**src/rtl/cbp_regs.svh**
```systemverilog
`ifndef CBP_REGS_SVH
`define CBP_REGS_SVH

// ----------------------------------------------------------------
// Stream field widths and patterns
// ----------------------------------------------------------------
`define CBP_SYNC_PAT 5'h12
`define CBP_LEN_W 24
`define CBP_STOP_BITS 8
`define CBP_ID_HDR_BITS 14
`define CBP_ID_MODE_LO 14
`define CBP_ID_CODE_LO 58
`define CBP_ID_BITS 78
`define CBP_ID_CODE_W 20
`define CBP_ADDR_W 14
`define CBP_POST_ADDR 14'h3FFF
`define CBP_POST_CHK 8'hFF
`define CBP_MODE_AUTO 2'h0
`define CBP_MODE_EXPL 2'h1
`define CBP_CNT_W 16

`endif

```
**src/rtl/cbp_pkg.sv**
```systemverilog
package cbp_pkg;

    typedef enum logic [3:0] {
        ST_HUNT,
        ST_LEN,
        ST_STOP,
        ST_GAP,
        ST_START2,
        ST_ID,
        ST_DATA,
        ST_ALIGN,
        ST_ADDR,
        ST_CHK,
        ST_DONE,
        ST_ERR
    } cbp_state_t;

    typedef enum logic [1:0] {
        FK_NONE,
        FK_ID,
        FK_DATA,
        FK_ADDR
    } cbp_kind_t;

endpackage

```
**src/rtl/cbp_mem_if.sv**
```systemverilog
interface cbp_mem_if #(
    parameter int AW = 3
);
    logic wr_en;
    logic [AW-1:0] wr_addr;
    logic [7:0] wr_data;
    logic rd_en;
    logic [AW-1:0] rd_addr;
    logic [7:0] rd_data;

    modport ctrl (
        output wr_en,
        output wr_addr,
        output wr_data,
        output rd_en,
        output rd_addr,
        input rd_data
    );

    modport mem (
        input wr_en,
        input wr_addr,
        input wr_data,
        input rd_en,
        input rd_addr,
        output rd_data
    );
endinterface

```
**src/rtl/cbp_frame_mem.sv**
```systemverilog
module cbp_frame_mem #(
    parameter int DEPTH = 8,
    parameter int AW = 3
) (
    input wire logic ref_clk,
    cbp_mem_if.mem bus
);
    generate
        if (DEPTH < 1 || DEPTH > (1 << AW)) begin : g_bad
            $error("DEPTH must lie between 1 and 2**AW");
        end
    endgenerate

    // ----------------------------------------------------------------
    // Frame byte store
    // ----------------------------------------------------------------
    // Data bytes carry no reset; only the read register is used.
    logic [7:0] store [DEPTH];

    always_ff @(posedge ref_clk) begin
        if (bus.wr_en) begin
            store[bus.wr_addr] <= bus.wr_data;
        end
        if (bus.rd_en) begin
            bus.rd_data <= store[bus.rd_addr];
        end
    end
endmodule

```
**src/rtl/cbp_loader.sv**
```systemverilog
`include "cbp_regs.svh"

module cbp_loader #(
    parameter int DATA_BITS = 64,
    // Arbitrary identification value; set it per target device.
    parameter logic [19:0] DEVICE_ID = 20'h3C5A1
) (
    input wire logic ref_clk,
    input wire logic rst_n,
    input wire logic program_restart_n,
    input wire logic config_clock,
    input wire logic config_data,
    output logic config_status,
    output logic config_done,
    output logic load_explicit,
    output logic err_id,
    output logic err_align,
    output logic err_chk,
    output logic cfg_wr_valid,
    output logic [`CBP_ADDR_W-1:0] cfg_wr_addr,
    output logic [7:0] cfg_wr_byte,
    output logic [7:0] cfg_wr_data
);
    import cbp_pkg::*;

    localparam int DATA_BYTES = (DATA_BITS + 7) / 8;
    localparam int BW = (DATA_BYTES > 1) ? $clog2(DATA_BYTES) : 1;
    localparam int ALIGN_BITS = (8 - ((2 + DATA_BITS) % 8)) % 8;
    localparam int LAST_SHIFT = (8 - (DATA_BITS % 8)) % 8;
    localparam logic [`CBP_CNT_W-1:0] DATA_LAST =
        `CBP_CNT_W'(DATA_BITS - 1);
    localparam logic [`CBP_CNT_W-1:0] ALIGN_LAST =
        `CBP_CNT_W'(ALIGN_BITS - 1);
    localparam logic [BW-1:0] BYTE_LAST = BW'(DATA_BYTES - 1);

    generate
        if (DATA_BITS < 1 || DATA_BITS > 2040) begin : g_bad
            $error("DATA_BITS must lie between 1 and 2040");
        end
    endgenerate

    cbp_mem_if #(.AW(BW)) mem_bus ();

    cbp_frame_mem #(
        .DEPTH(DATA_BYTES),
        .AW(BW)
    ) u_mem (
        .ref_clk(ref_clk),
        .bus(mem_bus)
    );

    // ----------------------------------------------------------------
    // Parser state
    // ----------------------------------------------------------------
    cbp_state_t state, next_state;
    cbp_kind_t kind, next_kind;
    cbp_kind_t last_kind, next_last_kind;
    logic config_clock_q, next_config_clock_q;
    logic [4:0] hist, next_hist;
    logic [`CBP_CNT_W-1:0] cnt, next_cnt;
    logic [`CBP_LEN_W-1:0] len, next_len;
    logic [`CBP_LEN_W-1:0] clk_cnt, next_clk_cnt;
    logic stop_bad, next_stop_bad;
    logic [7:0] sbyte, next_sbyte;
    logic [2:0] pos, next_pos;
    logic [7:0] chk, next_chk;
    logic [7:0] rx_chk, next_rx_chk;
    logic [1:0] mode, next_mode;
    logic [`CBP_ID_CODE_W-1:0] id_sr, next_id_sr;
    logic [`CBP_ADDR_W-1:0] addr_sr, next_addr_sr;
    logic [`CBP_ADDR_W-1:0] addr_ctr, next_addr_ctr;
    logic [7:0] dacc, next_dacc;
    logic e_id, next_e_id;
    logic e_align, next_e_align;
    logic e_chk, next_e_chk;
    logic done, next_done;
    logic play_go;
    logic [`CBP_ADDR_W-1:0] play_to;

    logic bit_rise;
    logic [7:0] shifted;
    logic [7:0] rx_full;
    logic [7:0] chk_want;
    logic [`CBP_ID_CODE_W-1:0] id_full;
    logic [`CBP_ADDR_W-1:0] addr_full;
    logic frame_bit;
    logic is_post;

    assign bit_rise = config_clock & ~config_clock_q;

    // ----------------------------------------------------------------
    // Parser next state
    // ----------------------------------------------------------------
    always_comb begin
        next_state = state;
        next_kind = kind;
        next_last_kind = last_kind;
        next_config_clock_q = config_clock;
        next_hist = hist;
        next_cnt = cnt;
        next_len = len;
        next_clk_cnt = clk_cnt;
        next_stop_bad = stop_bad;
        next_sbyte = sbyte;
        next_pos = pos;
        next_chk = chk;
        next_rx_chk = rx_chk;
        next_mode = mode;
        next_id_sr = id_sr;
        next_addr_sr = addr_sr;
        next_addr_ctr = addr_ctr;
        next_dacc = dacc;
        next_e_id = e_id;
        next_e_align = e_align;
        next_e_chk = e_chk;
        next_done = done;
        play_go = 1'b0;
        play_to = addr_ctr;
        mem_bus.wr_en = 1'b0;
        mem_bus.wr_addr = cnt[BW+2:3];
        mem_bus.wr_data = {dacc[6:0], config_data};
        shifted = {dacc[6:0], config_data} << LAST_SHIFT;
        rx_full = {rx_chk[6:0], config_data};
        id_full = {id_sr[`CBP_ID_CODE_W-2:0], config_data};
        addr_full = {addr_sr[`CBP_ADDR_W-2:0], config_data};
        is_post = (addr_sr == `CBP_POST_ADDR);
        chk_want = (kind == FK_ADDR && is_post) ? `CBP_POST_CHK : chk;
        frame_bit = (state == ST_GAP && !config_data) ||
                    state == ST_START2 || state == ST_ID ||
                    state == ST_DATA || state == ST_ALIGN ||
                    state == ST_ADDR;

        if (!program_restart_n) begin
            next_state = ST_HUNT;
            next_hist = 5'h00;
            next_clk_cnt = '0;
            next_last_kind = FK_NONE;
            next_e_id = 1'b0;
            next_e_align = 1'b0;
            next_e_chk = 1'b0;
            next_done = 1'b0;
            next_addr_ctr = '0;
            next_mode = `CBP_MODE_AUTO;
        end else if (bit_rise) begin
            if (clk_cnt != '1) begin
                next_clk_cnt = clk_cnt + 1'b1;
            end
            if (frame_bit) begin
                next_sbyte = {sbyte[6:0], config_data};
                next_pos = pos + 1'b1;
                if (pos == 3'h7) begin
                    next_chk = chk ^ {sbyte[6:0], config_data};
                end
            end
            unique case (state)
                ST_HUNT: begin
                    next_hist = {hist[3:0], config_data};
                    if ({hist[3:0], config_data} == `CBP_SYNC_PAT) begin
                        next_state = ST_LEN;
                        next_cnt = '0;
                    end
                end
                ST_LEN: begin
                    next_len = {len[`CBP_LEN_W-2:0], config_data};
                    next_cnt = cnt + 1'b1;
                    if (cnt == `CBP_CNT_W'(`CBP_LEN_W - 1)) begin
                        next_state = ST_STOP;
                        next_cnt = '0;
                        next_stop_bad = 1'b0;
                    end
                end
                ST_STOP: begin
                    if (!config_data) begin
                        next_stop_bad = 1'b1;
                    end
                    next_cnt = cnt + 1'b1;
                    if (cnt == `CBP_CNT_W'(`CBP_STOP_BITS - 1)) begin
                        next_state = ST_GAP;
                        next_chk = 8'h00;
                        next_pos = 3'h0;
                    end
                end
                ST_GAP: begin
                    if (!config_data) begin
                        if (stop_bad) begin
                            next_e_align = 1'b1;
                            next_state = ST_ERR;
                        end else begin
                            next_state = ST_START2;
                        end
                    end
                end
                ST_START2: begin
                    next_cnt = '0;
                    if (last_kind == FK_NONE) begin
                        next_kind = FK_ID;
                        next_state = ST_ID;
                        if (!config_data) begin
                            next_e_id = 1'b1;
                            next_state = ST_ERR;
                        end
                    end else if (config_data) begin
                        next_kind = FK_DATA;
                        next_state = ST_DATA;
                        if (mode == `CBP_MODE_EXPL && last_kind == FK_DATA) begin
                            next_e_align = 1'b1;
                            next_state = ST_ERR;
                        end
                    end else begin
                        next_kind = FK_ADDR;
                        next_state = ST_ADDR;
                        if (last_kind == FK_ID) begin
                            next_e_align = 1'b1;
                            next_state = ST_ERR;
                        end
                    end
                end
                ST_ID: begin
                    next_cnt = cnt + 1'b1;
                    if (cnt < `CBP_CNT_W'(`CBP_ID_HDR_BITS) &&
                        config_data != (cnt != '0)) begin
                        next_e_id = 1'b1;
                        next_state = ST_ERR;
                    end
                    if (cnt == `CBP_CNT_W'(`CBP_ID_MODE_LO) ||
                        cnt == `CBP_CNT_W'(`CBP_ID_MODE_LO + 1)) begin
                        next_mode = {mode[0], config_data};
                    end
                    if (cnt >= `CBP_CNT_W'(`CBP_ID_CODE_LO)) begin
                        next_id_sr = id_full;
                    end
                    if (cnt == `CBP_CNT_W'(`CBP_ID_BITS - 1)) begin
                        next_state = ST_CHK;
                        next_cnt = '0;
                        if (id_full != DEVICE_ID ||
                            (mode != `CBP_MODE_AUTO &&
                             mode != `CBP_MODE_EXPL)) begin
                            next_e_id = 1'b1;
                            next_state = ST_ERR;
                        end
                    end
                end
                ST_DATA: begin
                    next_dacc = {dacc[6:0], config_data};
                    next_cnt = cnt + 1'b1;
                    if (cnt[2:0] == 3'h7 || cnt == DATA_LAST) begin
                        mem_bus.wr_en = 1'b1;
                    end
                    if (cnt == DATA_LAST) begin
                        mem_bus.wr_data = shifted;
                        next_cnt = '0;
                        next_state = (ALIGN_BITS > 0) ? ST_ALIGN : ST_CHK;
                    end
                end
                ST_ALIGN: begin
                    next_cnt = cnt + 1'b1;
                    if (cnt == ALIGN_LAST) begin
                        next_cnt = '0;
                        next_state = ST_CHK;
                    end
                end
                ST_ADDR: begin
                    next_addr_sr = addr_full;
                    next_cnt = cnt + 1'b1;
                    if (cnt == `CBP_CNT_W'(`CBP_ADDR_W - 1)) begin
                        next_cnt = '0;
                        next_state = ST_CHK;
                    end
                end
                ST_CHK: begin
                    next_rx_chk = rx_full;
                    next_cnt = cnt + 1'b1;
                    if (cnt == `CBP_CNT_W'(7)) begin
                        next_cnt = '0;
                        next_stop_bad = 1'b0;
                        next_state = ST_STOP;
                        next_last_kind = kind;
                        if (rx_full != chk_want) begin
                            next_e_chk = 1'b1;
                            next_state = ST_ERR;
                        end else if (kind == FK_DATA &&
                                     mode == `CBP_MODE_AUTO) begin
                            play_go = 1'b1;
                            next_addr_ctr = addr_ctr + 1'b1;
                        end else if (kind == FK_ADDR && is_post) begin
                            next_state = ST_DONE;
                            if (mode == `CBP_MODE_EXPL &&
                                last_kind != FK_ADDR) begin
                                next_e_align = 1'b1;
                                next_state = ST_ERR;
                            end
                        end else if (kind == FK_ADDR) begin
                            play_to = addr_sr;
                            play_go = 1'b1;
                            if (mode != `CBP_MODE_EXPL) begin
                                next_e_align = 1'b1;
                                next_state = ST_ERR;
                                play_go = 1'b0;
                            end
                        end
                    end
                end
                ST_DONE: begin
                end
                ST_ERR: begin
                end
            endcase
        end
        if (program_restart_n && state == ST_DONE && clk_cnt >= len) begin
            next_done = 1'b1;
        end
    end

    always_ff @(posedge ref_clk or negedge rst_n) begin
        if (!rst_n) begin
            state <= ST_HUNT;
            kind <= FK_NONE;
            last_kind <= FK_NONE;
            config_clock_q <= 1'b0;
            hist <= 5'h00;
            cnt <= '0;
            len <= '0;
            clk_cnt <= '0;
            stop_bad <= 1'b0;
            sbyte <= 8'h00;
            pos <= 3'h0;
            chk <= 8'h00;
            rx_chk <= 8'h00;
            mode <= `CBP_MODE_AUTO;
            id_sr <= '0;
            addr_sr <= '0;
            addr_ctr <= '0;
            dacc <= 8'h00;
            e_id <= 1'b0;
            e_align <= 1'b0;
            e_chk <= 1'b0;
            done <= 1'b0;
        end else begin
            state <= next_state;
            kind <= next_kind;
            last_kind <= next_last_kind;
            config_clock_q <= next_config_clock_q;
            hist <= next_hist;
            cnt <= next_cnt;
            len <= next_len;
            clk_cnt <= next_clk_cnt;
            stop_bad <= next_stop_bad;
            sbyte <= next_sbyte;
            pos <= next_pos;
            chk <= next_chk;
            rx_chk <= next_rx_chk;
            mode <= next_mode;
            id_sr <= next_id_sr;
            addr_sr <= next_addr_sr;
            addr_ctr <= next_addr_ctr;
            dacc <= next_dacc;
            e_id <= next_e_id;
            e_align <= next_e_align;
            e_chk <= next_e_chk;
            done <= next_done;
        end
    end

    // ----------------------------------------------------------------
    // Frame playback into configuration memory
    // ----------------------------------------------------------------
    // Playback reads one byte per ref_clk, so each byte is read out before
    // the next data frame can overwrite it in the byte store.
    logic play_on, next_play_on;
    logic [BW-1:0] play_idx, next_play_idx;
    logic [`CBP_ADDR_W-1:0] play_addr, next_play_addr;
    logic wv, next_wv;
    logic [`CBP_ADDR_W-1:0] wa, next_wa;
    logic [7:0] wb, next_wb;

    always_comb begin
        next_play_on = play_on;
        next_play_idx = play_idx;
        next_play_addr = play_addr;
        next_wv = play_on;
        next_wa = play_addr;
        next_wb = 8'(play_idx);
        mem_bus.rd_en = play_on;
        mem_bus.rd_addr = play_idx;
        if (play_on) begin
            next_play_idx = play_idx + 1'b1;
            if (play_idx == BYTE_LAST) begin
                next_play_on = 1'b0;
            end
        end
        if (play_go) begin
            next_play_on = 1'b1;
            next_play_idx = '0;
            next_play_addr = play_to;
        end
        if (!program_restart_n) begin
            next_play_on = 1'b0;
        end
    end

    always_ff @(posedge ref_clk or negedge rst_n) begin
        if (!rst_n) begin
            play_on <= 1'b0;
            play_idx <= '0;
            play_addr <= '0;
            wv <= 1'b0;
            wa <= '0;
            wb <= 8'h00;
        end else begin
            play_on <= next_play_on;
            play_idx <= next_play_idx;
            play_addr <= next_play_addr;
            wv <= next_wv;
            wa <= next_wa;
            wb <= next_wb;
        end
    end

    assign cfg_wr_valid = wv;
    assign cfg_wr_addr = wa;
    assign cfg_wr_byte = wb;
    assign cfg_wr_data = wv ? mem_bus.rd_data : 8'h00;
    assign err_id = e_id;
    assign err_align = e_align;
    assign err_chk = e_chk;
    assign config_status = ~(e_id | e_align | e_chk);
    assign config_done = done;
    assign load_explicit = (mode == `CBP_MODE_EXPL);
endmodule

```
**config.mk**
```make
export PLATFORM = sky130hd
export DESIGN_NAME = cbp_loader
export DESIGN_NICKNAME = d
export VERILOG_FILES = /design/src/rtl/cbp_pkg.sv /design/src/rtl/cbp_mem_if.sv /design/src/rtl/cbp_frame_mem.sv /design/src/rtl/cbp_loader.sv
export VERILOG_INCLUDE_DIRS = /design/src /design/src/rtl
export SDC_FILE = /design/constraint.sdc
export NUM_CORES = 1
export LEC_CHECK = 0
export BUFFER_PORTS_ARGS = -buffer_cell sky130_fd_sc_hd__buf_2
export CAP_MARGIN = 25
export CORE_ASPECT_RATIO = 0.6
export CORE_UTILIZATION = 62
export DETAILED_ROUTE_END_ITERATION = 7
export PLACE_DENSITY = 0.8
export SLEW_MARGIN = 20
export SYNTH_ARGS = -nofsm -noshare
export SYNTH_HDL_FRONTEND = slang
export SYNTH_SLANG_ARGS = --single-unit
```
**constraint.sdc**
```tcl
create_clock -name ref_clk -period 3 [get_ports ref_clk]
set_input_delay 0 -clock ref_clk [delete_from_list [all_inputs] [get_ports ref_clk]]
set_output_delay 0 -clock ref_clk [all_outputs]
set_load 0.03 [all_outputs]
```
Word level (Yosys, flattened, before mapping)
Memories as Yosys holds them, arrays and structs flattened. A register that Yosys moved wholly into a read port is not among the register bits.
Cells that the tools add are included.
Widths: inputs -> output; s select.
{"block": "totals", "n_memories": 1, "ramBits": 64, "input_bits": 5, "reg_bits": 199, "word_cells": 288, "output_inout_bits": 37}
{"name": "u_mem.store", "depth": 8, "word_bits": 8, "rd": 1, "rd_ports_with_merged_regs": 1, "write_ports": 1, "line": "cbp_frame_mem.sv:18", "source": "logic [7:0] store [DEPTH];"}
{"block": "classes", "mux": 128, "n_eq_ne": 72, "n_reduce_logical": 45, "addsub": 5, "magnitude_cmp": 3, "bitwise": 6}
{"op": "$mux 14", "n": 14}
{"op": "$pmux 16 s9", "n": 1}
{"op": "$mux 16", "n": 7}
{"op": "$mux 4", "n": 25}
{"op": "$mux 24", "n": 3}
{"op": "$mux 1", "n": 52}
{"op": "$eq 16x4->1 const B", "n": 3}
{"op": "$mux 8", "n": 6}
{"op": "$pmux 4 s10", "n": 1}
{"op": "$eq 16x3->1 const B", "n": 2}
{"op": "$ne 3x3->1 const B", "n": 10}
{"op": "$add 24x1->24 const B", "n": 1}
{"op": "$ge 24x24->1", "n": 1}
{"op": "$ne 24x24->1 const B", "n": 1}
{"op": "$reduce_and 3->1", "n": 8}
{"op": "$mux 2", "n": 11}
{"op": "$ne 2x1->1 const B", "n": 11}
{"op": "$ne 20x18->1 const B", "n": 1}
{"op": "$add 16x1->16 const B", "n": 1}
{"op": "$eq 16x5->1 const B", "n": 1}
{"op": "$eq 16x6->1 const B", "n": 1}
{"op": "$eq 16x7->1 const B", "n": 1}
{"op": "$eq 4x3->1 const B", "n": 4}
{"op": "$ge 16x6->1 const B", "n": 1}
{"op": "other kinds (43)", "n": 92}

Depth between registers and ports, before layout
{"block": "logic_depth", "depth_word": 12, "depth_mapped": 10, "ltp_nobuf": 9}

Hierarchy
A second synthesis with hierarchy kept.
{"block": "hier_totals", "cells_unflattened": 1133, "hier_area_um2": 12923.6}
{"mod": "cbp_loader", "seq_area_each_um2": 4979.8, "area_per_inst_um2": 10152.2, "cells_per_inst": 1019, "n_inst": 1}
{"mod": "cbp_frame_mem", "seq_area_each_um2": 2162.1, "area_per_inst_um2": 2771.4, "cells_per_inst": 114, "n_inst": 1}

Worst setup path after synthesis
Ideal clock, no wire load.
{"block": "synth_path", "kind": "register to register", "startpoint": "register cnt[1]", "endpoint": "memory u_mem.store[0][0] (enable)", "stages_incl_launch_ff": 9, "required_ns": 2.630, "path_slack_ns": 0.614, "t_arrival_ns": 2.015, "setup_ns": 0.370, "period_less_slack_ns": 2.386, "n_path_buf": 1, "path_cell_list": "dfrtp_1 -> ha_1 -> nand3_1 -> or2_2 -> clkbuf_1 -> nor2_1 -> o21bai_1 -> or2_2 -> nor2_1"}
{"block": "synth_via", "elab_chain_cells": 8, "word_cells_on_any_way": 9, "classes_between": "2 x eq/ne; 6 x mux; 1 x reduce/logical"}
{"item": "start, declared", "line": "cbp_loader.sv:60", "source": "logic [`CBP_CNT_W-1:0] cnt, next_cnt;"}
{"item": "start signal, assigned", "line": "cbp_loader.sv:344", "source": "cnt <= next_cnt;"}
{"item": "$eq 16x6->1 / $eq 3x3->1 (equally long branches)", "line": "cbp_loader.sv:246", "source": "if (cnt[2:0] == 3'h7 || cnt == DATA_LAST) begin"}
{"item": "$logic_or 1x1->1 (*)", "line": "cbp_loader.sv:246"}
{"item": "$mux 1 (*)", "line": "cbp_loader.sv:246"}
{"item": "$mux 1 (*)", "line": "cbp_loader.sv:155", "source": "unique case (state)"}
{"item": "$mux 1 (*)", "line": "cbp_loader.sv:144", "source": "end else if (bit_rise) begin"}
{"item": "$mux 1 (*)", "line": "cbp_loader.sv:133", "source": "if (!program_restart_n) begin"}
{"item": "$mux 1 (*)", "line": "cbp_frame_mem.sv:21", "source": "if (bus.wr_en) begin"}
{"item": "$mux 1 (implied by the code) (*)", "line": "cbp_frame_mem.sv:22", "source": "store[bus.wr_addr] <= bus.wr_data;"}
{"item": "end, declared", "line": "cbp_frame_mem.sv:18"}
Mark *: on every way between the ends. The rest lies on a longest branch, timed or not.

Worst setup path in the final report
{"block": "layout_path", "startpoint": "register addr_sr[3]", "endpoint": "register play_addr[2] (netlist: next_wa[2])"}
{"block": "layout_via", "elab_chain_cells": 9, "word_cells_on_any_way": 18, "classes_between": "2 x eq/ne; 15 x mux; 1 x reduce/logical"}
{"item": "start, declared", "line": "cbp_loader.sv:70", "source": "logic [`CBP_ADDR_W-1:0] addr_sr, next_addr_sr;"}
{"item": "start signal, assigned", "line": "cbp_loader.sv:354", "source": "addr_sr <= next_addr_sr;"}
{"item": "$eq 14x14->1 (no source line) (*)"}
{"item": "$logic_and 1x1->1 (*)", "line": "cbp_loader.sv:127, cbp_loader.sv:285"}
{"item": "$mux 8 (tied with other cells)", "line": "cbp_loader.sv:127", "source": "chk_want = (kind == FK_ADDR && is_post) ? `CBP_POST_CHK : chk;"}
{"item": "$ne 8x8->1 (tied with other cells)", "line": "cbp_loader.sv:278", "source": "if (rx_full != chk_want) begin"}
{"item": "$mux 14 / $mux 1 (equally long branches)", "line": "cbp_loader.sv:278"}
{"item": "$mux 14 / $mux 1 (equally long branches)", "line": "cbp_loader.sv:273", "source": "if (cnt == `CBP_CNT_W'(7)) begin"}
{"item": "$mux 14 / $mux 1 (equally long branches)", "line": "cbp_loader.sv:155"}
{"item": "$mux 14 / $mux 1 (equally long branches)", "line": "cbp_loader.sv:144"}
{"item": "$mux 14 / $mux 1 (equally long branches)", "line": "cbp_loader.sv:133"}
{"item": "end signal, assigned", "line": "cbp_loader.sv:412", "source": "play_addr <= next_play_addr;"}
{"item": "end, declared", "line": "cbp_loader.sv:371", "source": "logic [`CBP_ADDR_W-1:0] play_addr, next_play_addr;"}
Marks and branches as above.
A chain may end at the register's enable or synchronous reset.

==> results.toml <==
[synth]
synthArstFlopShare = 0.734
dominantRegCellSynth = "dfrtp_1"
yosys_register_bits = 271
yosysUniqueCellTypes = 83
synth.cell_area_mm2 = 0.0129
yosysWarnings = 0
synth-edff-count = 72
postSynthAreaPerCell_um2 = 11.2
synth-seq-area-share = 0.552
netlist_instances = 1152

[sta]
relSlewSlack = 0.442
finalSetupTns_ns = 0
fmaxAchievable_mhz = 344
tightest_slew_ns = 0.838
final_hold_viol_count = 0
rsz0062_at_grt = "no"
fin_ws_ns = 0.0923
finalMaxSlewViolations = 0
fin_crit_sh = 0.969
setup_violations = 0
fin_skew_ns = 0.00803
fin_crit_ns = 2.91
holdWs_ns = 0.112

[placed_design]
place_inst = 1438
pre_cts_ws_ns = -0.136
dp_hpwl_um = 19500
portBuffers = 36
placed_area_mm2 = 0.0134
gp_congestion = 0.916

[floorplanning]
die_area_mm2 = 0.0215
die_x_um = 189
ios = 42
rows = 40
design.core.area_mm2 = 0.0202
die_h_um = 114
initial_core_util = 0.640

[critical_path]
endpoint_kind = "register"
worstPathMaxFanout = 21
worst_ep_arrival_time_ns = 3.33
crit_type = "reg -> reg"
cp_slowest_stage_delay_ns = 0.56
crit_slowest_cell = "and4_2"
crit_family = "simple AND/OR/NAND/NOR gates"
crit_chain = "nand4_1, nor4_4, nand4_1, nand3_1, and4_2, nand4_4, o31ai_1"
worst-path-buf-inv = 0
r2r_slack_ns = 0.09
crit_required_ns = 3.42
cp-start-kind = "register"
crit_top_cell = "nand4_1"

[power]
p_per_area_mw_per_mm2 = 584
p_int_mw = 6.15
power.leakage_nw = 6.27
clockPowerShare = 0.393
ir_drop_uv = 507
total_power_mw = 8.37
comb_power_share = 0.125
power.share.sequential = 0.481
p_sw_frac = 0.265
p_sw_mw = 2.21

[drt]
drt_pass1_iterations = 8
ant_nets = 0
dr_total_vias = 9342
drt_iter0_markers = 1017
wirelength_um = 29200
avgRoutedWirePerCell_um = 19.7
vias_per_cell = 6.28
drc = 0

[global_route]
grt_pass1_wl_um = 47800
antenna_found_initial = 0
grt_util_all_layers = 0.282
grt_max_degree = 100
grt.overflow.total = 0
first_global_vias = 8870

[finish]
drive_gt1_frac = 0.176
nets = 1236
fin_util = 0.709
antennaDiodeCount = 0
fin_cells = 1487
area_growth_pct = 10.8
postLayoutCellArea_mm2 = 0.0143
fillers = 1404

[clock_network]
clockBufferDepth = 3
clkTransAtPathRegs_ns = 0.07
cts_sinks = 271
cts-buffers-inserted = 25
root_buffer = "clkbuf_16"
clk_latency_ns = 0.54
htree_levels = 1
cts_tree = "yes"

[run]
max_cap_viol_count = 0

[outcome]
status = "complete, no violations"

[worst_hold_path]
hp-class = "in -> async"
-- final timing paths --
| path | depth (start not counted) | startpoint | end |
|---|---|---|---|
| min reg2reg | 0 | next_wa[9]$_DFFE_PN0P_ | cfg_wr_addr[9]$_DFF_PN0_ |
| min in group ref_clk | 2 | config_clock | config_clock_q$_DFF_PN0_ |
| min | 2 | rst_n | len[20]$_DFFE_PN0P_ |
| max in group asynchronous | 3 | rst_n | dacc[5]$_DFFE_PN0P_ |
| max reg2reg | 7 | addr_sr[3]$_DFFE_PN0P_ | next_wa[2]$_DFFE_PN0P_ |
| max | 7 | addr_sr[3]$_DFFE_PN0P_ | next_wa[2]$_DFFE_PN0P_ |
-- cell type report --
cell class	count	area [µm²]	area share
clock buffer	33	689	0.0481
timing repair buffer	77	507	0.0353
tap	273	342	0.0238
inverter	42	158	0.0110
clock inverter	12	155	0.0108
sequential	271	7140	0.498
multi-input combinational	779	5340	0.373
-- timing repair --
item                       4_1_cts  5_1_grt
gates resized for setup          1        1
hold buffers                     4        0
setup endpoints to repair       15       14
pin swaps                        0        0
hold endpoints to repair       109        0
setup buffers                    0        0
-- synth_stat cells (all sizes together) (9+ instances only) --
cell / n / share of area
dfrtp: 199 / 0.38
nor2: 109 / 0.033
nand2: 101 / 0.029
o21ai: 77 / 0.031
edfxtp: 72 / 0.17
mux2: 60 / 0.052
a21oi: 55 / 0.021
inv: 41 / 0.012
nand3: 41 / 0.017
clkbuf: 36 / 0.011
ha: 35 / 0.034
xor2: 30 / 0.020
buf: 28 / 0.014
nand4: 27 / 0.014
nor3: 23 / 0.010
o31ai: 22 / 0.013
nand2b: 17 / 0.0082
mux4: 16 / 0.028
and2: 13 / 0.0065
nor4: 13 / 0.010
mux2i: 12 / 0.0093
a21o: 11 / 0.0064
or3: 10 / 0.0048
and3: 9 / 0.0044
-- power groups by stage --
| stage | combinational, mW | sequential (mW) | clock (mW) |
|---|---|---|---|
| after floorplan | 0.790 | 4.05 | 0 |
| after global placement | 0.994 | 4.08 | 0 |
| after detailed placement | 1.01 | 4.09 | 0 |
| after CTS | 1.03 | 4.02 | 3.33 |
| after global routing | 1.16 | 4.04 | 3.46 |
| final | 1.05 | 4.02 | 3.29 |
-- metal layers --
metal	up-vias	share of wire	routed length (µm)	track usage
met2	445	0.43	12600	0.416
met4	0	0.016	458	0.0602
met5	-	0	0	0
li1	4246	-	-	-
met3	59	0.086	2500	0.0458
met1	4592	0.47	13600	0.440
-- state kept, by name, summed over array words and instances (netlist names), 7 cells and up --
name and count:
sbyte 7, len 24, addr_sr 14, cnt 16
rx_chk 7, u_mem.bus.rd_data 8, u_mem.store 64, dacc 7
addr_ctr 14, id_sr 19, chk 8, next_wa 14
clk_cnt 24, cfg_wr_addr 14
-- worst register-to-register path, stage by stage, from the launching register on --
cell and delay, ns:
dfrtp_1 0.43, nand4_1 0.22, nor4_4 0.53, nand4_1 0.17, nand3_1 0.13, and4_2 0.56, nand4_4 0.34, o31ai_1 0.42
-- layout by cell type, fill, tap and decap left out, drive strengths merged, types with 4 or more instances in the layout --
cell type    instances
dfrtp              199
nor2               109
nand2              101
o21ai               77
edfxtp              72
buf                 72
mux2                60
a21oi               55
inv                 42
nand3               41
ha                  35
clkbuf              34
xor2                30
nand4               27
nor3                23
o31ai               22
nand2b              17
mux4                16
and2                13
nor4                13
mux2i               12
a21o                11
or3                 10
and3                 9
or4                  8
xnor2                8
o22ai                7
clkinv               6
nor2b                5
o41ai                5
conb                 5
or2                  5
and4                 5
a22o                 4
dlygate4sd3          4
-- cells by family (layout without fill, tap and decap cells) --
kind of cell,after synthesis,after routing,share of synthesized area
and+or+nand+nor,401,401,0.161
DFF,271,271,0.552
AOI/OAI and AO/OA,212,212,0.101
buffers and inverters,106,164,0.0370
muxes,88,88,0.0893
xor gates and xnor gates,38,38,0.0257
adders and majority gates,35,35,0.0338
other,1,5,0.000290
Power figures use the tool's default switching activity.
